==> src/psc_defines.svh <==
/*
 * Constants of the power-state and phase control block: command codes,
 * register offsets, field positions, reset values and answer codes.
 * Assumes it is included by bare name from the package; the design files rely on that.
 */
`ifndef PSC_DEFINES_SVH
`define PSC_DEFINES_SVH

// Command codes seen on the decoded command port
`define PSC_CMD_VID_FAST     5'h01
`define PSC_CMD_VID_SLOW     5'h02
`define PSC_CMD_SET_PS       5'h05
`define PSC_CMD_SET_REG_PTR  5'h06
`define PSC_CMD_SET_REG_DAT  5'h07
`define PSC_CMD_GET_REG      5'h08

// Register offsets
`define PSC_REG_STATUS       8'h10
`define PSC_REG_VID          8'h31
`define PSC_REG_PS           8'h32
`define PSC_REG_MULTI_VR     8'h34
`define PSC_REG_PTR          8'h35

// Field positions and masks
`define PSC_STATUS_SETTLED   0
`define PSC_MVR_LOCK         1
`define PSC_MVR_WMASK        8'h03
`define PSC_PS_MAX           8'h03

// Reset values
`define PSC_VID_RST          8'h00
`define PSC_PS_RST           3'h0
`define PSC_MVR_RST          8'h00
`define PSC_PTR_RST          8'h00

// Answer codes
`define PSC_ACK_OK           2'h0
`define PSC_ACK_NOT_SUPP     2'h1
`define PSC_ACK_REJECT       2'h3

// Channel count and synchronised analog inputs across all channels
`define PSC_NUM_CH           2
`define PSC_SYNC_W           4

// Clock cycles of the pause after low power is left (3.3 us at 8 ns)
`define PSC_FULL_WAIT_CYC    413

`endif

==> src/psc_pkg.sv <==
/*
 * Types of the power-state and phase control block.
 * Assumes psc_defines.svh is reachable by bare name.
 */
`include "psc_defines.svh"

package psc_pkg;

    // One decoded command from the serial frame decoder
    typedef struct packed {
        logic [4:0] code;     // Command code
        logic       chan;     // Target regulator channel
        logic [7:0] payload;  // Command payload byte
    } psc_cmd_t;

    // Phase and skip configuration of one channel
    typedef struct packed {
        logic ph1;            // Phase 1 enable
        logic ph2;            // Phase 2 enable
        logic ph3;            // Phase 3 enable
        logic skip;           // Pulse skipping enable
    } psc_phase_cfg_t;

endpackage

==> src/psc_sync.sv <==
/*
 * Three-stage synchroniser for pin inputs with an agreement filter.
 * Assumes inputs come from outside the clock domain; output is registered.
 */
`timescale 1ns/1ns
`default_nettype none

module psc_sync
    import psc_pkg::*;
(
    input  wire logic                   clock_i,    // System clock
    input  wire logic                   sys_rst_i,  // Synchronous reset
    input  wire logic [`PSC_SYNC_W-1:0] async_i,    // Raw pin levels
    output logic      [`PSC_SYNC_W-1:0] sync_o      // Filtered levels
);

    logic [`PSC_SYNC_W-1:0] s1_q, s2_q, s3_q;      // Shift stages
    logic [`PSC_SYNC_W-1:0] out_q, out_d;          // Accepted value

    // Accept a bit once stages two and three agree; stage one stays private
    always_comb begin
        out_d = out_q;
        for (int i = 0; i < `PSC_SYNC_W; i++) begin
            if (s2_q[i] == s3_q[i]) begin
                out_d[i] = s3_q[i];
            end
        end
    end

    // Register stages
    always_ff @(posedge clock_i) begin
        if (sys_rst_i) begin
            s1_q  <= '0;
            s2_q  <= '0;
            s3_q  <= '0;
            out_q <= '0;
        end else begin
            s1_q  <= async_i;
            s2_q  <= s1_q;
            s3_q  <= s2_q;
            out_q <= out_d;
        end
    end

    assign sync_o = out_q;

endmodule // psc_sync

`default_nettype wire

==> src/psc_ps_decode.sv <==
/*
 * Power-state decoder: maps a state code to phase enables and skip.
 * Assumes the state code is held in a register of the caller.
 */
`timescale 1ns/1ns
`default_nettype none

module psc_ps_decode
    import psc_pkg::*;
(
    input  wire logic [2:0]     ps_i,   // Current power state
    output psc_phase_cfg_t      cfg_o   // Resulting configuration
);

    // Table lookup; undefined codes switch nothing on
    always_comb begin
        unique case (ps_i)
            3'h0:    cfg_o = '{ph1: 1'b1, ph2: 1'b1, ph3: 1'b1, skip: 1'b0};
            3'h1:    cfg_o = '{ph1: 1'b1, ph2: 1'b0, ph3: 1'b0, skip: 1'b0};
            3'h2,
            3'h3:    cfg_o = '{ph1: 1'b1, ph2: 1'b0, ph3: 1'b0, skip: 1'b1};
            default: cfg_o = '0;
        endcase
    end

endmodule // psc_ps_decode

`default_nettype wire

==> src/psc_core.sv <==
/*
 * Command interpreter for power states, phase enables and settle alert
 * of a dual-channel core regulator controller.
 * Assumes an external frame decoder delivers one decoded command per
 * strobe and returns the answer code; settle comparators arrive as pins.
 */
`timescale 1ns/1ns
`default_nettype none

module psc_core
    import psc_pkg::*;
(
    input  wire logic                     clock_i,       // 125 MHz clock
    input  wire logic                     sys_rst_i,     // Synchronous reset
    input  wire logic                     cmd_valid_i,   // Command strobe
    input  wire psc_cmd_t                 cmd_i,         // Decoded command
    input  wire logic [`PSC_NUM_CH-1:0]   ramp_done_i,   // Ramp complete pins
    input  wire logic [`PSC_NUM_CH-1:0]   in_window_i,   // Within two steps pins
    output logic                          ack_valid_o,   // Answer strobe
    output logic [1:0]                    ack_code_o,    // Answer code
    output logic [7:0]                    rd_data_o,     // Register read data
    output logic                          alert_n_o,     // Alert, active low
    output psc_phase_cfg_t [`PSC_NUM_CH-1:0] phase_cfg_o, // Phase and skip
    output logic [`PSC_NUM_CH-1:0][7:0]   vid_o          // Voltage target codes
);

    localparam int NCH = `PSC_NUM_CH;

    // Per-channel state
    logic [NCH-1:0][7:0] vid_q, vid_d;       // Voltage code
    logic [NCH-1:0][2:0] ps_q, ps_d;         // Power state
    logic [NCH-1:0][7:0] mvr_q, mvr_d;       // Multi-VR config (lock bit)
    logic [NCH-1:0][7:0] ptr_q, ptr_d;       // Register pointer scratchpad
    logic [NCH-1:0]      pend_q, pend_d;     // Transition awaiting settle
    logic [NCH-1:0]      settled_q, settled_d; // Settled flag
    // Answer path
    logic                ack_valid_q, ack_valid_d;
    logic [1:0]          ack_code_q, ack_code_d;
    logic [7:0]          rd_q, rd_d;
    logic                alert_n_q, alert_n_d;

    logic [`PSC_SYNC_W-1:0] pins_s;          // Synchronised comparators
    logic [NCH-1:0]      done_s, win_s;      // Split per channel

    // Comparator pins come from the analog side
    psc_sync u_sync (
        .clock_i   (clock_i),
        .sys_rst_i (sys_rst_i),
        .async_i   ({in_window_i, ramp_done_i}),
        .sync_o    (pins_s)
    );

    assign done_s = pins_s[NCH-1:0];
    assign win_s  = pins_s[2*NCH-1:NCH];

    // Same decoder per channel
    for (genvar c = 0; c < NCH; c++) begin : g_dec
        psc_ps_decode u_dec (
            .ps_i  (ps_q[c]),
            .cfg_o (phase_cfg_o[c])
        );
    end

    // Command interpretation and settle tracking
    always_comb begin
        logic       hit;
        logic       locked;
        logic       clr_rd;
        hit         = 1'b0;
        locked      = 1'b0;
        clr_rd      = 1'b0;
        vid_d       = vid_q;
        ps_d        = ps_q;
        mvr_d       = mvr_q;
        ptr_d       = ptr_q;
        pend_d      = pend_q;
        settled_d   = settled_q;
        ack_valid_d = 1'b0;
        ack_code_d  = ack_code_q;
        rd_d        = rd_q;
        for (int c = 0; c < NCH; c++) begin
            hit    = cmd_valid_i && (cmd_i.chan == c[0]);
            locked = mvr_q[c][`PSC_MVR_LOCK];
            clr_rd = 1'b0;
            if (hit) begin
                ack_valid_d = 1'b1;
                ack_code_d  = `PSC_ACK_OK;
                unique case (cmd_i.code)
                    `PSC_CMD_VID_FAST,
                    `PSC_CMD_VID_SLOW: begin
                        if (locked) begin
                            ack_code_d = `PSC_ACK_REJECT;
                        end else begin
                            // Only a real change leaves low power
                            if (cmd_i.payload != vid_q[c] && ps_q[c] != 3'h0) begin
                                ps_d[c] = 3'h0;
                            end
                            if (cmd_i.payload != vid_q[c]) begin
                                pend_d[c] = 1'b1;
                            end
                            vid_d[c] = cmd_i.payload;
                        end
                    end
                    `PSC_CMD_SET_PS: begin
                        if (locked) begin
                            ack_code_d = `PSC_ACK_REJECT;
                        end else if (cmd_i.payload > `PSC_PS_MAX) begin
                            ack_code_d = `PSC_ACK_REJECT;
                        end else begin
                            ps_d[c] = cmd_i.payload[2:0];
                        end
                    end
                    `PSC_CMD_SET_REG_PTR: begin
                        ptr_d[c] = cmd_i.payload;
                    end
                    `PSC_CMD_SET_REG_DAT: begin
                        // Only the configuration register is writable here
                        if (ptr_q[c] == `PSC_REG_MULTI_VR) begin
                            mvr_d[c] = cmd_i.payload & `PSC_MVR_WMASK;
                        end else begin
                            ack_code_d = `PSC_ACK_NOT_SUPP;
                        end
                    end
                    `PSC_CMD_GET_REG: begin
                        unique case (cmd_i.payload)
                            `PSC_REG_STATUS: begin
                                rd_d   = {7'h00, settled_q[c]};
                                clr_rd = 1'b1;
                            end
                            `PSC_REG_VID:      rd_d = vid_q[c];
                            `PSC_REG_PS:       rd_d = 8'h01 << ps_q[c];
                            `PSC_REG_MULTI_VR: rd_d = mvr_q[c];
                            `PSC_REG_PTR:      rd_d = ptr_q[c];
                            default: begin
                                rd_d       = 8'h00;
                                ack_code_d = `PSC_ACK_NOT_SUPP;
                            end
                        endcase
                    end
                    default: begin
                        ack_code_d = `PSC_ACK_NOT_SUPP;
                    end
                endcase
            end
            // Read clears; a settle in the same cycle wins
            if (clr_rd) begin
                settled_d[c] = 1'b0;
            end
            if (pend_q[c] && done_s[c] && win_s[c]) begin
                settled_d[c] = 1'b1;
                pend_d[c]    = 1'b0;
            end
        end
        alert_n_d = ~(|settled_d);
    end

    // Register all state
    always_ff @(posedge clock_i) begin
        if (sys_rst_i) begin
            for (int c = 0; c < NCH; c++) begin
                vid_q[c] <= `PSC_VID_RST;
                ps_q[c]  <= `PSC_PS_RST;
                mvr_q[c] <= `PSC_MVR_RST;
                ptr_q[c] <= `PSC_PTR_RST;
            end
            pend_q      <= '0;
            settled_q   <= '0;
            ack_valid_q <= 1'b0;
            ack_code_q  <= `PSC_ACK_OK;
            rd_q        <= 8'h00;
            alert_n_q   <= 1'b1;
        end else begin
            vid_q       <= vid_d;
            ps_q        <= ps_d;
            mvr_q       <= mvr_d;
            ptr_q       <= ptr_d;
            pend_q      <= pend_d;
            settled_q   <= settled_d;
            ack_valid_q <= ack_valid_d;
            ack_code_q  <= ack_code_d;
            rd_q        <= rd_d;
            alert_n_q   <= alert_n_d;
        end
    end

    // Outputs straight from flops
    assign ack_valid_o = ack_valid_q;
    assign ack_code_o  = ack_code_q;
    assign rd_data_o   = rd_q;
    assign alert_n_o   = alert_n_q;
    assign vid_o       = vid_q;

    // Checks on channel 0 commands, settle tracking and the phase table
    logic c0;
    assign c0 = cmd_valid_i && !cmd_i.chan;
endmodule // psc_core

`default_nettype wire

==> config.mk <==
export PLATFORM = sky130hd
export DESIGN_NAME = psc_core
export DESIGN_NICKNAME = d
export VERILOG_FILES = /design/src/psc_pkg.sv /design/src/psc_sync.sv /design/src/psc_ps_decode.sv /design/src/psc_core.sv
export VERILOG_INCLUDE_DIRS = /design/src
export SDC_FILE = /design/constraint.sdc
export NUM_CORES = 1
export LEC_CHECK = 0
export BUFFER_PORTS_ARGS = -buffer_cell sky130_fd_sc_hd__buf_2
export CORE_MARGIN = 3
export CORE_UTILIZATION = 49
export DETAILED_ROUTE_END_ITERATION = 8
export PLACE_DENSITY = 0.7
export SETUP_SLACK_MARGIN = 0.15
export SLEW_MARGIN = 20
export SYNTH_ARGS = -nofsm -noshare
export SYNTH_HDL_FRONTEND = slang
export SYNTH_HIERARCHICAL = 1
export SYNTH_SLANG_ARGS = --single-unit
==> constraint.sdc <==
create_clock -name clock_i -period 2.3 [get_ports clock_i]
set_input_delay 0.23 -clock clock_i [delete_from_list [all_inputs] [get_ports clock_i]]
set_output_delay 0.23 -clock clock_i [all_outputs]
set_load 0.02 [all_outputs]
==> results of run 1 <==
[kinds of logic after synthesis]
logic type                synth area share
and+or+nand+nor                     0.2511
muxes                               0.1277
xor gates and xnor gates           0.04190
AOI/OAI and AO/OA                   0.1417
buffers and inverters              0.04390
DFF                                 0.3937
[through the flow]
stage | instances | setup WS, ps | cell area (um2)
floorplan | 424 | 309.4 | 3762
global placement | 575 | 108.5 | 4210
detailed placement | 575 | 43.27 | 4210
CTS | 591 | 271.5 | 4436
global route | 591 | 271.0 | 4441
finish | 591 | 348.0 | 4441
[final cells by class]
class / count / area [um2]
multi-input cells: 316 / 2127
inverters: 6 / 22.52
fillers: 689 / 2929
flip-flops and latches: 74 / 1481
clock inverters: 6 / 87.58
repair buffers: 80 / 460.4
clock buffers: 10 / 137.6
well taps: 99 / 123.9
[worst max-delay path by stage]
stage / from / endpoint / slack [ps] / cells past startpoint
after global routing: ptr_q[9] / mvr_q[8] / 270 / 5
final: ptr_q[9] / mvr_q[8] / 350 / 5
after CTS: ptr_q[9] / mvr_q[8] / 270 / 5
after global placement: cmd_i[7] / rd_data_o[5] / 110 / 6
after detailed placement: cmd_i[7] / rd_data_o[5] / 40 / 6
after floorplan: cmd_i[7] / rd_data_o[5] / 310 / 7
[synth_stat cells, drive strengths merged (5+ instances only)]
master,instances
or3,6
dfxtp,74
nor4,6
nand3,23
inv,6
nor3b,5
xor2,9
a21oi,27
o21ai,19
buf,12
nor2,45
xnor2,9
mux2i,48
nand2b,6
a211oi,7
nand2,27
clkbuf,16
nor3,11
and2b,6
nor2b,15
[power by group through the flow]
stage	clock, mW	combinational, mW	sequential [mW]
after CTS	1.16	0.212	1.30
final	1.14	0.214	1.30
after global routing	1.21	0.231	1.31
after global placement	0	0.208	1.33
after floorplan	0	0.128	1.34
after detailed placement	0	0.211	1.34
[flip-flops by register name (all words and copies together) (netlist names)]
register,flops
u_sync/sync_o,4
vid_o,16
rd_data_o,8
pend_q,2
settled_q,2
ack_valid_o,1
u_sync/s3_q,4
alert_n_o,1
ack_code_o,2
u_sync/s1_q,4
ptr_q,16
u_sync/s2_q,4
mvr_q,4
ps_q,6
[cells in the final DEF, fill, tap and decap left out, types with 10 or more instances in the layout]
cell type,instances
dfxtp_1,74
buf_2,56
mux2i_1,48
nor2_1,45
nand2_1,27
a21oi_1,26
buf_4,24
nand3_1,23
nor2b_1,11
o21ai_0,10
clkbuf_8,10
[per-layer routing]
layer  track usage  part of all wire  vias to the layer above
li1              -                 -                     1642
met1        0.3089              0.43                     1589
met2        0.3937              0.47                      152
met3       0.07321             0.073                       26
met4       0.09507             0.025                        0
met5             0                 0                        -
[worst max-delay path: cells and delay by family, from the launching register on]
family,cells,cell delay [ps]
and+or+nand+nor,4,1250
muxes,1,230
DFF,1,340
==> impl_metrics.csv, run 1 <==
group,metric,value,unit
outcome,status,"complete, no violations",
min_path,hold_depth,2,
drt,num_vias,3409,
cts,cts_sinks,74,
cts,clock_latency,350,ps
timing,max_freq,512.3,MHz
logic_synthesis,synth_area,0.003762,mm2
logic_synthesis,syn_nets,445,
floorplan,initial_core_util,0.5105,
global_route,grtUsageTotal,0.2451,
critical_path,r2r_end,"mvr_q[8]",
timing,finalSetupViolations,0,
timing,finalHoldViolCount,0,
timing,slew_viol_final,0,
cts,cts.root.buffer_cell,"clkbuf_8",
critical_path,slowest_delay,510,ps
power,p_sw,0.6340,mW
floorplan,die_area,0.008766,mm2
critical_path,r2r_slack,350,ps
cts,ctsHoldBuffers,0,
global_route,first_global_vias,3275,
cts,clockBufferDepth,2,
critical_path,cp.required,2530,ps
logic_synthesis,synth_ff_type,"dfxtp_1",
finish,nets,508,
power,leakagePower,1.723,nW
power,power_frac_seq,0.491,
drt,drtIter0Drc,215,
floorplan,core-area,0.007370,mm2
cts,htree_levels,3,
timing,slew_headroom,0.6346,
min_path,holdCritPathClass,"primary input to register",
logic_synthesis,synth_area_leaders,"dfxtp_1 39%, mux2i_1 13%, nor2_1 4.5%, a21oi_1 3.5%, nand3_1 3.1%",
min_path,min_from,"in_window_i[0]",
logic_synthesis,yosys_warnings,6,
power,ir_worst_vdd,0.3159,mV
power,powerDensity,598.0,mW/mm2
floorplan,fp.dieW,93.63,um
critical_path,crit_arrival,2180,ps
floorplan,ios,57,
drt,ant_nets,0,
power,swShare,0.2388,
power,power_frac_clock,0.428,
run,cap_violations,0,
timing,hold_ws,93.72,ps
drt,drt_wl_total,10.22,mm
critical_path,slowest_stage,"or4b_1",
global_route,antenna_found_initial,0,
cts,cts_made_buffers,9,
timing,rsz0062_at_grt,"no",
power,combPwrFrac,0.080,
floorplan,rows,31,
critical_path,crit_chain,"or4b_1, nor4_1, nor3b_2, mux2i_1, nor2_1",
logic_synthesis,synth_edf_count,0,
drt,remaining_drc_errors,0,
critical_path,reg2reg_depth,5,
timing,fin_tns_setup,0,ps
cts,post_cts_buffers,0,
logic_synthesis,avgSynthCellArea,8.873,um2
logic_synthesis,yosysSeqAreaShare,0.3937,
drt,firstDrtPassIters,5,
min_path,whs_endpoint,"u_sync/s1_q[2]",
drt,routed_via_density,5.768,
finish,area_growth,18.02,%
placement,dp_hpwl,7.602,mm
timing,worst_pin_slew,540.7,ps
finish,final_core_util,0.6025,
logic_synthesis,yosys.cell_types.count,59,
placement,portBuffers,56,
cts,path_clk_slew,80,ps
floorplan,die_height,93.63,um
critical_path,worstPathMaxFanout,3,
power,internal-power,2.021,mW
logic_synthesis,synth_largest_area_cell,"dfxtp_1",
placement,place_congestion,0.8740,
cts,cts_resized,0,
timing,final.setup_skew,8.699,ps
finish,drive_above_1_share,0.2480,
critical_path,critPathKind,"register to register",
logic_synthesis,synth_top_area_share,0.3937,
critical_path,start_kind,"register",
global_route,grt_max_degree,27,
global_route,grt_pass1_wl,16.57,mm
logic_synthesis,async_flop_share,0,
timing,period_share,0.8487,
power,total_power,2.656,mW
logic_synthesis,synth_seq_cells,74,
global_route,overflow,0,
logic_synthesis,synth_cells,424,
critical_path,r2r-start,"ptr_q[9]",
drt,wire_per_inst,17.29,um
critical_path,critPathCaptureType,"register",
finish,diodes,0,
cts,cts_tree,"yes",
timing,fin_crit,1952,ps
(Power assumes the default switching activity.)
==> run 2, diff against run 1 <==
--- a/config.mk
+++ b/config.mk
@@ -10,7 +10,7 @@
 export CORE_MARGIN = 3
 export CORE_UTILIZATION = 49
 export DETAILED_ROUTE_END_ITERATION = 8
-export PLACE_DENSITY = 0.7
+export PLACE_DENSITY = 0.73
 export SETUP_SLACK_MARGIN = 0.15
 export SLEW_MARGIN = 20
 export SYNTH_ARGS = -nofsm -noshare
==> constraint.sdc (replaced) <==
create_clock -name clock_i -period 1.7 [get_ports clock_i]
set_input_delay 0.17 -clock clock_i [delete_from_list [all_inputs] [get_ports clock_i]]
set_output_delay 0.17 -clock clock_i [all_outputs]
set_load 0.02 [all_outputs]
==> impl_metrics.csv, run 2 (synthesis results as in run 1) <==
group,metric,value,unit
placement,place_congestion,1.093,
finish,final_cell_mix,"92 x buf_4, 70 x dfxtp_1, 54 x buf_2, 48 x mux2i_1, 44 x nor2_1",
critical_path,critPathKind,"register to register",
drt,firstDrtPassIters,5,
cts,clock_latency,350,ps
floorplan,initial_core_util,0.5105,
finish,diodes,0,
critical_path,slowest_stage,"or4b_4",
critical_path,start_kind,"register",
power,ir_worst_vdd,0.4412,mV
cts,ctsHoldBuffers,0,
floorplan,ios,57,
timing,max_freq,586.9,MHz
timing,slew_viol_final,0,
timing,finalHoldViolCount,0,
global_route,antenna_found_initial,0,
global_route,grt_max_degree,37,
run,cap_violations,0,
timing,setup_ws,-3.947,ps
critical_path,crit_arrival,1940,ps
cts,cts_sinks,74,
timing,period_share,1.002,
timing,fin_tns_setup,-3.947,ps
cts,path_clk_slew,90,ps
floorplan,fp.dieW,93.63,um
power,total_power,3.579,mW
drt,wire_per_inst,17.47,um
drt,num_vias,3824,
cts,cts.root.buffer_cell,"clkbuf_8",
cts,cts_made_buffers,9,
timing,fin_crit,1704,ps
finish,nets,580,
global_route,first_global_vias,3529,
outcome,violations,"setup timing",
placement,dp_hpwl,8.352,mm
timing,final.setup_skew,8.676,ps
critical_path,cp.required,1940,ps
drt,routed_via_density,5.768,
floorplan,die_height,93.63,um
global_route,grt_pass1_wl,18.04,mm
outcome,status,"finished, violations left",
floorplan,die_area,0.008766,mm2
cts,htree_levels,3,
cts,cts_tree,"yes",
power,leakagePower,2.127,nW
cts,clockBufferDepth,2,
critical_path,worstPathMaxFanout,2,
timing,rsz0062_at_grt,"yes",
min_path,holdCritPathClass,"primary input to register",
critical_path,critPathCaptureType,"register",
drt,ant_nets,0,
critical_path,slowest_delay,540,ps
finish,area_growth,38.14,%
power,powerDensity,688.5,mW/mm2
placement,portBuffers,56,
finish,drive_above_1_share,0.3972,
global_route,overflow,0,
critical_path,crit_chain,"or4b_4, nor4_4, buf_4, buf_6, o221ai_4, o31ai_4, a311oi_1",
drt,drtIter0Drc,306,
global_route,grtUsageTotal,0.2666,
floorplan,rows,31,
drt,remaining_drc_errors,0,
timing,finalSetupViolations,1,
timing,slew_headroom,0.6291,
finish,final_common_cell,"buf_4",
drt,drt_wl_total,11.58,mm
floorplan,core-area,0.007370,mm2
timing,worst_pin_slew,552.1,ps
run 2: cell count changes in the layout (fill, tap and decap cells not counted), sizes merged:
cell / before / now
bufinv: 2 / 1
buf: 80 / 152
clkinvlp: 0 / 1
run 2: power by group:
| part | switching [mW] | internal, mW |
|---|---|---|
| combinational | 0.205 | 0.175 |
| sequential | 0.0118 | 1.75 |
| clock | 0.714 | 0.721 |
run 2: critical path: cells and delay by family (launching register included):
family | cells | cell delay [ps]
AND/OR/NAND/NOR | 2 | 710
flip-flops | 1 | 330
AO/OA/AOI/OAI | 3 | 300
buffers and inverters | 2 | 250
run 2: through the flow:
step	cell area, um2	hold WS, ps	worst slack [ps]	std cells	util
2_1_floorplan	3825	298.2	-137.8	424	-
3_3_place_gp	4702	385.1	-251.9	635	0.6380
3_5_place_dp	4702	390.5	-302.6	635	0.6380
4_1_cts	5044	23.92	4.856	658	0.6844
5_1_grt	5197	33.62	-97.55	663	0.7053
6_report	5197	32.42	-3.947	663	0.7053
run 2: worst paths after layout:
path                         end  depth (start not counted)  slack (ps)            from
setup / recovery   ack_code_o[0]                          7          -4        ptr_q[8]
hold / removal    u_sync/s1_q[2]                          2          30  in_window_i[0]
setup reg to reg   ack_code_o[0]                          7          -4        ptr_q[8]
hold reg to reg   u_sync/s2_q[1]                          1         440  u_sync/s1_q[1]
run 2: repair_timing:
action | CTS | global route
endpoints found under the setup margin | 16 | 17
setup buffers | 7 | 5
pin swaps | 16 | 14
resized for setup | 19 | 21
run 2: per-layer routing:
layer	vias up	global-route usage	part of all wire
li1	1789	-	-
met1	1826	0.3576	0.43
met2	178	0.4306	0.47
met3	31	0.04023	0.071
met4	0	0.1059	0.026
met5	-	0	0
run 2: layout make-up:
cell class / instances / area (um2)
clock inverters: 6 / 65.06
fillers: 548 / 2172
repair buffers: 152 / 1028
multi-input cells: 316 / 2331
inverters: 6 / 22.52
flip-flops and latches: 74 / 1489
clock buffers: 10 / 137.6
well taps: 99 / 123.9
